**config.mk**
```make
export PLATFORM = sky130hd
export DESIGN_NAME = ident_and_tx_enable_regs
export DESIGN_NICKNAME = d
export VERILOG_FILES = /design/src/pin_sync.v /design/src/chan_gate.v /design/src/ident_and_tx_enable_regs.v
export VERILOG_INCLUDE_DIRS = /design/src /design/src/common
export SDC_FILE = /design/constraint.sdc
export NUM_CORES = 1
export LEC_CHECK = 0
export BUFFER_PORTS_ARGS = -buffer_cell sky130_fd_sc_hd__buf_4
export CAP_MARGIN = 20
export CORE_ASPECT_RATIO = 1.5
export CORE_MARGIN = 3
export CORE_UTILIZATION = 55
export CTS_BUF_LIST = sky130_fd_sc_hd__clkbuf_4
export CTS_CLUSTER_DIAMETER = 120
export DETAILED_ROUTE_END_ITERATION = 10
export PLACE_DENSITY = 0.79
export SYNTH_ARGS = -nofsm -noshare
export SYNTH_HDL_FRONTEND = slang
export SYNTH_SLANG_ARGS = --single-unit
```
**constraint.sdc**
```tcl
create_clock -name clk -period 2.4 [get_ports clk]
set_clock_uncertainty 0.05 [all_clocks]
set_input_delay 0.36 -clock clk [delete_from_list [all_inputs] [get_ports clk]]
set_output_delay 0.36 -clock clk [all_outputs]
set_load 0.05 [all_outputs]
```
**src/common/ident_software_tx_enable_regs.vh**
```
// register offsets, field positions, reset values and fixed codes of the
// identification and transmit-enable register group; include by bare name
`ifndef IDENT_SOFTWARE_TX_ENABLE_REGS_VH
`define IDENT_SOFTWARE_TX_ENABLE_REGS_VH

`define ADDR_DEVICE_CLASS 12'h003
`define ADDR_PRODUCT_ID_LO 12'h004
`define ADDR_PRODUCT_ID_HI 12'h005
`define ADDR_SILICON_REV 12'h006
`define ADDR_MAKER_ID_LO 12'h00c
`define ADDR_MAKER_ID_HI 12'h00d
`define ADDR_PIN_BEHAVIOUR 12'h020
`define ADDR_TX_SOURCE 12'h021
`define ADDR_SW_TX_ENABLE 12'h022
`define ADDR_OPERATING_MODE 12'h002

`define RST_DEVICE_CLASS_RSVD 4'h0
`define RST_PIN_BEHAVIOUR 8'h00
`define RST_TX_SOURCE 8'h0f
`define RST_SW_TX_ENABLE 8'h00
`define RST_OPERATING_MODE 8'h00

`define BIT_SLEEP_FULL_DOWN 0
`define BIT_SW_SEL_A 0
`define BIT_SW_SEL_B 1
`define BIT_ALARM_MUTE_CHAN_A 2
`define BIT_ALARM_MUTE_CHAN_B 3
`define BIT_SW_TX_A 0
`define BIT_SW_TX_B 1

`define MODE_NORMAL 2'h0
`define MODE_SLEEP 2'h2
`define MODE_POWER_DOWN 2'h3

`endif

```
**src/pin_sync.v**
```verilog
// three-flop synchroniser for one asynchronous pin
// a new level is accepted only once the second and third stages agree
`timescale 1ns/10ps
module pin_sync (
    clk,
    rst,
    pin,
    level
);
    input wire clk;
    input wire rst;
    input wire pin;
    output reg level;

    reg s1_reg;
    reg s2_reg;
    reg s3_reg;

    always @(posedge clk) begin
        if (rst) begin
            s1_reg <= 1'b0;
            s2_reg <= 1'b0;
            s3_reg <= 1'b0;
            level <= 1'b0;
        end else begin
            s1_reg <= pin;
            s2_reg <= s1_reg;
            s3_reg <= s2_reg;
            if (s2_reg == s3_reg) begin
                level <= s3_reg;
            end
        end
    end
endmodule // pin_sync

```
**src/chan_gate.v**
```verilog
// per-channel transmit enable and alarm mute decision, registered
// assumes alarm and mute mask come from logic on the same clock
`timescale 1ns/10ps
module chan_gate #(
    parameter ALARM_W = 8
) (
    clk,
    rst,
    sw_select,
    sw_enable,
    pin_enable,
    automute,
    alarms,
    mute_mask,
    asleep,
    tx_enable,
    muted
);
    input wire clk;
    input wire rst;
    input wire sw_select;
    input wire sw_enable;
    input wire pin_enable;
    input wire automute;
    input wire [ALARM_W-1:0] alarms;
    input wire [ALARM_W-1:0] mute_mask;
    input wire asleep;
    output reg tx_enable;
    output reg muted;

    wire mute_next;
    assign mute_next = automute & (|(alarms & ~mute_mask));

    always @(posedge clk) begin
        if (rst) begin
            tx_enable <= 1'b0;
            muted <= 1'b0;
        end else begin
            tx_enable <= ~asleep & (sw_select ? sw_enable : pin_enable);
            muted <= mute_next;
        end
    end
endmodule // chan_gate

```
**src/ident_and_tx_enable_regs.v**
```verilog
// identification and transmit-enable register group of a dual-channel dac
// assumes a serial-interface front end on clk presenting byte accesses:
// wr_en/rd_en one-cycle strobes with addr and wr_data; rd_data valid next cycle
`timescale 1ns/10ps
`include "ident_software_tx_enable_regs.vh"
module ident_and_tx_enable_regs #(
    parameter ALARM_W = 8,
    parameter [3:0] CLASS_CODE = 4'h9,
    parameter [15:0] PRODUCT_CODE = 16'h1234,
    parameter [7:0] REVISION_CODE = 8'h01,
    parameter [15:0] MAKER_CODE = 16'h5a5a
) (
    clk,
    rst,
    wr_en,
    rd_en,
    addr,
    wr_data,
    rd_data,
    rd_valid,
    sleep_pin,
    txenable_pin,
    alarms,
    mute_mask,
    operating_mode,
    effective_mode,
    sleep_chan_a,
    sleep_chan_b,
    sleep_clock_rx,
    sleep_bandgap,
    sleep_lvds_rx,
    sleep_temp_sensor,
    full_power_down,
    tx_enable_chan_a,
    tx_enable_chan_b,
    mute_chan_a,
    mute_chan_b
);
    // arbitrary neutral identity values above; replace per product
    input wire clk;
    input wire rst;
    input wire wr_en;
    input wire rd_en;
    input wire [11:0] addr;
    input wire [7:0] wr_data;
    output reg [7:0] rd_data;
    output reg rd_valid;
    input wire sleep_pin;
    input wire txenable_pin;
    input wire [ALARM_W-1:0] alarms;
    input wire [ALARM_W-1:0] mute_mask;
    output reg [1:0] operating_mode;
    output reg [1:0] effective_mode;
    output reg sleep_chan_a;
    output reg sleep_chan_b;
    output reg sleep_clock_rx;
    output reg sleep_bandgap;
    output reg sleep_lvds_rx;
    output reg sleep_temp_sensor;
    output reg full_power_down;
    output wire tx_enable_chan_a;
    output wire tx_enable_chan_b;
    output wire mute_chan_a;
    output wire mute_chan_b;

    reg [3:0] class_rsvd_reg;
    reg [7:0] pin_behaviour_config_reg;
    reg [7:0] tx_source_and_automute_reg;
    reg [7:0] software_tx_enable_reg;
    reg [7:0] mode_cfg_reg;
    reg [7:0] rd_next;
    reg [1:0] mode_next;
    wire sleep_level;
    wire software_tx_enable_level;
    wire sleep_full_down_sel;
    wire sw_control_select_chan_a;
    wire sw_control_select_chan_b;
    wire alarm_mute_chan_a;
    wire alarm_mute_chan_b;
    wire sw_transmit_chan_a;
    wire sw_transmit_chan_b;
    wire asleep_next;

    // modes 2 and 3 both park the low-power domains; mode 1 keeps running
    function mode_sleeps;
        input [1:0] mode;
        begin
            mode_sleeps = (mode == `MODE_SLEEP) || (mode == `MODE_POWER_DOWN);
        end
    endfunction

    // halves of the 16-bit identity words on the byte-wide bus
    function [7:0] pick_byte;
        input [15:0] word;
        input upper;
        begin
            pick_byte = upper ? word[15:8] : word[7:0];
        end
    endfunction

    // named views of the control fields used by the mode logic and the two channel gates
    assign sleep_full_down_sel = pin_behaviour_config_reg[`BIT_SLEEP_FULL_DOWN];
    assign sw_control_select_chan_a = tx_source_and_automute_reg[`BIT_SW_SEL_A];
    assign sw_control_select_chan_b = tx_source_and_automute_reg[`BIT_SW_SEL_B];
    assign alarm_mute_chan_a = tx_source_and_automute_reg[`BIT_ALARM_MUTE_CHAN_A];
    assign alarm_mute_chan_b = tx_source_and_automute_reg[`BIT_ALARM_MUTE_CHAN_B];
    assign sw_transmit_chan_a = software_tx_enable_reg[`BIT_SW_TX_A];
    assign sw_transmit_chan_b = software_tx_enable_reg[`BIT_SW_TX_B];
    // sleeping domains also hold both transmitters off
    assign asleep_next = mode_sleeps(mode_next);

    // both pins come from outside clk; each adds four edges of latency
    pin_sync u_sleep_sync (
        .clk(clk),
        .rst(rst),
        .pin(sleep_pin),
        .level(sleep_level)
    );

    pin_sync u_software_tx_enable_sync (
        .clk(clk),
        .rst(rst),
        .pin(txenable_pin),
        .level(software_tx_enable_level)
    );

    // register writes; read-only codes have no storage so writes fall away
    always @(posedge clk) begin
        if (rst) begin
            class_rsvd_reg <= `RST_DEVICE_CLASS_RSVD;
            pin_behaviour_config_reg <= `RST_PIN_BEHAVIOUR;
            tx_source_and_automute_reg <= `RST_TX_SOURCE;
            software_tx_enable_reg <= `RST_SW_TX_ENABLE;
            mode_cfg_reg <= `RST_OPERATING_MODE;
        end else if (wr_en) begin
            case (addr)
                `ADDR_DEVICE_CLASS: begin
                    // only the reserved nibble has storage; the class code stays fixed
                    class_rsvd_reg <= wr_data[7:4];
                end
                `ADDR_PIN_BEHAVIOUR: begin
                    pin_behaviour_config_reg <= wr_data;
                end
                `ADDR_TX_SOURCE: begin
                    tx_source_and_automute_reg <= wr_data;
                end
                `ADDR_SW_TX_ENABLE: begin
                    software_tx_enable_reg <= wr_data;
                end
                `ADDR_OPERATING_MODE: begin
                    mode_cfg_reg <= wr_data;
                end
                default: begin
                end
            endcase
        end
    end

    // read mux; unmapped addresses return zero so a stray read is harmless
    always @* begin
        case (addr)
            `ADDR_DEVICE_CLASS: begin
                rd_next = {class_rsvd_reg, CLASS_CODE};
            end
            `ADDR_PRODUCT_ID_LO: begin
                rd_next = pick_byte(PRODUCT_CODE, 1'b0);
            end
            `ADDR_PRODUCT_ID_HI: begin
                rd_next = pick_byte(PRODUCT_CODE, 1'b1);
            end
            `ADDR_SILICON_REV: begin
                rd_next = REVISION_CODE;
            end
            `ADDR_MAKER_ID_LO: begin
                rd_next = pick_byte(MAKER_CODE, 1'b0);
            end
            `ADDR_MAKER_ID_HI: begin
                rd_next = pick_byte(MAKER_CODE, 1'b1);
            end
            `ADDR_PIN_BEHAVIOUR: begin
                rd_next = pin_behaviour_config_reg;
            end
            `ADDR_TX_SOURCE: begin
                rd_next = tx_source_and_automute_reg;
            end
            `ADDR_SW_TX_ENABLE: begin
                rd_next = software_tx_enable_reg;
            end
            `ADDR_OPERATING_MODE: begin
                rd_next = mode_cfg_reg;
            end
            default: begin
                rd_next = 8'h00;
            end
        endcase
    end

    always @(posedge clk) begin
        if (rst) begin
            rd_data <= 8'h00;
            rd_valid <= 1'b0;
        end else begin
            // rd_data holds the last byte read until the next read strobe
            rd_valid <= rd_en;
            if (rd_en) begin
                rd_data <= rd_next;
            end
        end
    end

    // the pin overrides behaviour only; mode_cfg_reg itself is never touched
    always @* begin
        if (sleep_level) begin
            if (sleep_full_down_sel) begin
                mode_next = `MODE_POWER_DOWN;
            end else begin
                mode_next = `MODE_SLEEP;
            end
        end else begin
            mode_next = mode_cfg_reg[1:0];
        end
    end

    always @(posedge clk) begin
        if (rst) begin
            operating_mode <= `MODE_NORMAL;
            effective_mode <= `MODE_NORMAL;
            full_power_down <= 1'b0;
        end else begin
            operating_mode <= mode_cfg_reg[1:0];
            effective_mode <= mode_next;
            full_power_down <= (mode_next == `MODE_POWER_DOWN);
        end
    end

    // power-down implies every sleep domain as well
    always @(posedge clk) begin
        if (rst) begin
            sleep_chan_a <= 1'b0;
            sleep_chan_b <= 1'b0;
            sleep_clock_rx <= 1'b0;
            sleep_bandgap <= 1'b0;
            sleep_lvds_rx <= 1'b0;
            sleep_temp_sensor <= 1'b0;
        end else begin
            sleep_chan_a <= asleep_next;
            sleep_chan_b <= asleep_next;
            sleep_clock_rx <= asleep_next;
            sleep_bandgap <= asleep_next;
            sleep_lvds_rx <= asleep_next;
            sleep_temp_sensor <= asleep_next;
        end
    end

    // both gates share the synchronised pin; software bits are per channel
    chan_gate #(
        .ALARM_W(ALARM_W)
    ) u_gate_a (
        .clk(clk),
        .rst(rst),
        .sw_select(sw_control_select_chan_a),
        .sw_enable(sw_transmit_chan_a),
        .pin_enable(software_tx_enable_level),
        .automute(alarm_mute_chan_a),
        .alarms(alarms),
        .mute_mask(mute_mask),
        .asleep(asleep_next),
        .tx_enable(tx_enable_chan_a),
        .muted(mute_chan_a)
    );

    chan_gate #(
        .ALARM_W(ALARM_W)
    ) u_gate_b (
        .clk(clk),
        .rst(rst),
        .sw_select(sw_control_select_chan_b),
        .sw_enable(sw_transmit_chan_b),
        .pin_enable(software_tx_enable_level),
        .automute(alarm_mute_chan_b),
        .alarms(alarms),
        .mute_mask(mute_mask),
        .asleep(asleep_next),
        .tx_enable(tx_enable_chan_b),
        .muted(mute_chan_b)
    );
endmodule // ident_and_tx_enable_regs

```
==> key figures <==
Yosys
  • Post-synthesis cell area: around 2800 um^2
  • Prevailing post-synth register cell: dfxtp_1
  • Post-Syn Nets: 352
  • Post-synthesis mux area share: 0.1128
  • Post-synthesis xor/xnor area fraction: 0.003183
  • Syn Inst Count: 310
  • Synth Area in Adders: 0
  • Area leader, netlist: dfxtp_1
  • Post-synth cell types: 41
  • EDFF count, synth: 0
  • Main combinational cell family by area after synthesis: simple AND/OR/NAND/NOR gates
  • Synth top area cells: dfxtp_1 46%, mux2i_1 8.0%, nand2_1 6.5%
  • Post-synth ARST share: 0
  • Post-synth top area share: 0.4584
  • YS warnings: 0
  • Mean post-synth cell area: 8.875 um^2
  • Synthesized-area fraction occupied by and/or/nand/nor cells: 0.2033
  • FF+latch count, synth: 63
  • Register area share after synthesis: 0.4584
  • Compound-Gate Fraction of Synth Area: 0.1655

Timing
  • Max-slew violations: 0
  • Part of the cycle the worst path needs: 0.7188
  • Crit path time final: 1.725 ns
  • Fmax: roughly 0.58 GHz
  • Final Hold Fails: 0
  • Final hold slack: ~0.10 ns
  • Worst Max-Slew Pin Slew: ~0.59 ns
  • Setup-failing EPs final: 0
  • Slew margin rel.: 0.6047
  • Setup TNS: 0 ns
  • RSZ-0062 raised after global routing: false

Clock tree
  • Total setup buffers inserted after CTS: 0
  • Number of H-tree levels: 3
  • Clock sink count: 63
  • CTS resizes: 0
  • Hold-fix buffers, CTS: 0
  • Max Root-Sink Buffers: 2
  • Reg clk slew, reported paths: around 0.10 ns
  • CTS tree: done
  • Clock Tree Root: clkbuf_4
  • Clk Latency, worst-skew pair: 0.41 ns
  • CTS Buf Count: 9

Status
  • Status: finished, final reports clean

Placement
  • GPL Wtd Cong: 0.8485
  • Number of port buffers: 65
  • HPWL after detailed placement: between 4000 and 5000 um

Floorplan
  • Initial Util: 0.5864
  • Die area: 5905 um^2
  • Rows: 30
  • Core area: ~4700 um^2
  • Die Y-Extent: between 90 and 100 um
  • IO Pins: 66
  • Chip width: ~64 um

Critical path
  • Worst setup SP type: primary input
  • Worst path slowest cell: or4_4
  • Critical Path Max Stage Delay: ~0.56 ns
  • CP Data Arrival Time: slightly above 2 ns
  • Worst reg-to-reg path cell count: 5
  • CP endpoint kind: flop
  • RR Endpoint: rd_data[1]
  • CP Max Fanout: 8
  • WS Path Type: in2reg
  • Crit. Startpoint: addr[10]
  • Setup slack, reg-to-reg: between 1 and 1.5 ns
  • Crit-path leading delay family: simple AND/OR/NAND/NOR gates
  • Worst Setup EP: software_tx_enable_reg[2]
  • Worst r2r src: software_tx_enable_reg[1]
  • Worst endpoint required time: 2.70 ns
  • Worst Path Buf+Inv: 1
  • Number of stages on the worst setup path: 6
  • Worst-path cell chain: buf_4, or4_4, nor4b_4, and3_1, nand2_1, a21oi_2

Power
  • Sw frac: 0.2596
  • NetSw: around 460 uW
  • Worst vdd ir: slightly below 0.4 mV
  • Internal: approximately 1300 uW
  • Combinational share of power: 0.094
  • Leakage: approximately 0.0014 uW
  • Part of the power in the clock network: 0.315
  • Power Dens Cells: around 540 nW/um^2
  • Reg power frac: 0.591

Finish
  • # diodes: 0
  • Number of fillers in the final layout: approximately 410
  • Area of the multi-input gates: about 1300 um^2
  • Commonest non-fill, non-tap cell in the layout: buf_4
  • Share of layout cells above drive strength 1: 0.2661
  • Seq. cell area: roughly 1300 um^2
  • Nets@finish: 409
  • Layout area overhead: 20.83%
  • Most frequent cells in the layout: 68 x buf_4, 63 x dfxtp_1, 48 x nand2_1, 27 x nor2_1, 22 x mux2i_1

Detailed routing
  • Vias per std cell: around 5.5
  • Final wirelength: 6505 um
  • Antenna Nets Post-Route: 0
  • DRC: 0
  • First-pass iteration count of the detailed router: 4
  • First-iteration detailed-routing DRC count: 144
  • Via Count: about 2400
  • Routed wire length per instance: roughly 15 um

Global route
  • Number of global-route vias before repair: 2346
  • Total grt overflow: 0
  • Gr usage total: 0.2356
  • Largest net degree at the start of global routing: 57
  • First-pass GRT wire length: roughly 11000 um
  • Antenna violations before repair: 0

Worst hold path
  • Worst hold path class: in2reg
  • WHS Path Cells: 2

Flow run
  • Max Cap Violations: 0
## stage by stage
step           worst slack, ns  area (um^2)  utilization  instances  power (uW)
2_1_floorplan           0.5856         2751            -        310        1164
4_1_cts                 0.6579         3324       0.7085        436        1790
3_5_place_dp            0.2432         3227       0.6877        420        1247
6_report                0.6749         3324       0.7085        436        1784
3_3_place_gp            0.2877         3227       0.6877        420        1245
5_1_grt                 0.5777         3324       0.7085        436        1856
## worst min path at each step
stage,startpoint,endpoint,slack (ns)
floorplan,u_sleep_sync.s1_reg,u_sleep_sync.s2_reg,0.36
global placement,u_sleep_sync.s1_reg,u_sleep_sync.s2_reg,0.37
detailed placement,u_sleep_sync.s1_reg,u_sleep_sync.s2_reg,0.38
CTS,sleep_pin,u_sleep_sync.s1_reg,0.10
global route,sleep_pin,u_sleep_sync.s1_reg,0.09
finish,sleep_pin,u_sleep_sync.s1_reg,0.10
## power by group through the flow
stage / Combinational, uW / Sequential, uW / Clock, uW
finish: 168 / 1050 / 561
global placement: 166 / 1080 / 0
floorplan: 72.2 / 1090 / 0
global route: 180 / 1060 / 620
detailed placement: 168 / 1080 / 0
CTS: 168 / 1060 / 567
## cells in the mapped netlist (2+ instances only)
cell type / n
a32oi_1: 3
buf_4: 7
and2_1: 3
buf_2: 5
nor3_1: 4
o22ai_1: 2
mux2i_1: 22
dfxtp_1: 63
a32o_1: 2
nand2_1: 48
nor4_1: 3
o21ai_0: 11
a21oi_2: 8
mux2_2: 8
a21oi_1: 19
and3_1: 2
nor3b_1: 2
a211o_1: 5
buf_1: 4
inv_1: 11
nor2_1: 27
nand3_1: 4
nor2b_1: 18
a221oi_1: 3
a22oi_1: 4
clkbuf_1: 6
o32ai_1: 2
## per-layer routing
| metal | track usage | routed length (um) | vias to the layer above |
|---|---|---|---|
| met5 | 0 | 0 | - |
| met4 | 0.1207 | 160 | 0 |
| met3 | 0.05461 | 301 | 12 |
| met2 | 0.4255 | 3468 | 64 |
| met1 | 0.2508 | 2575 | 1146 |
| li1 | - | - | 1190 |
## layout make-up
class	instances	share of cell area
Multi-Input combinational cell	214	0.4012
Clock buffer	9	0.02032
Timing Repair Buffer	68	0.1536
Sequential cell	63	0.3794
Tap cell	64	0.02409
Clock inverter	7	0.009033
Inverter	11	0.01242
## cell families (layout without fill, tap and decap cells)
group,count (synthesis),count (layout)
buffers and inverters,33,95
muxes,30,30
and+or+nand+nor,117,117
xor gates and xnor gates,1,1
AOI/OAI and AO/OA,66,66
DFF,63,63
Power figures use the tool's default switching activity.
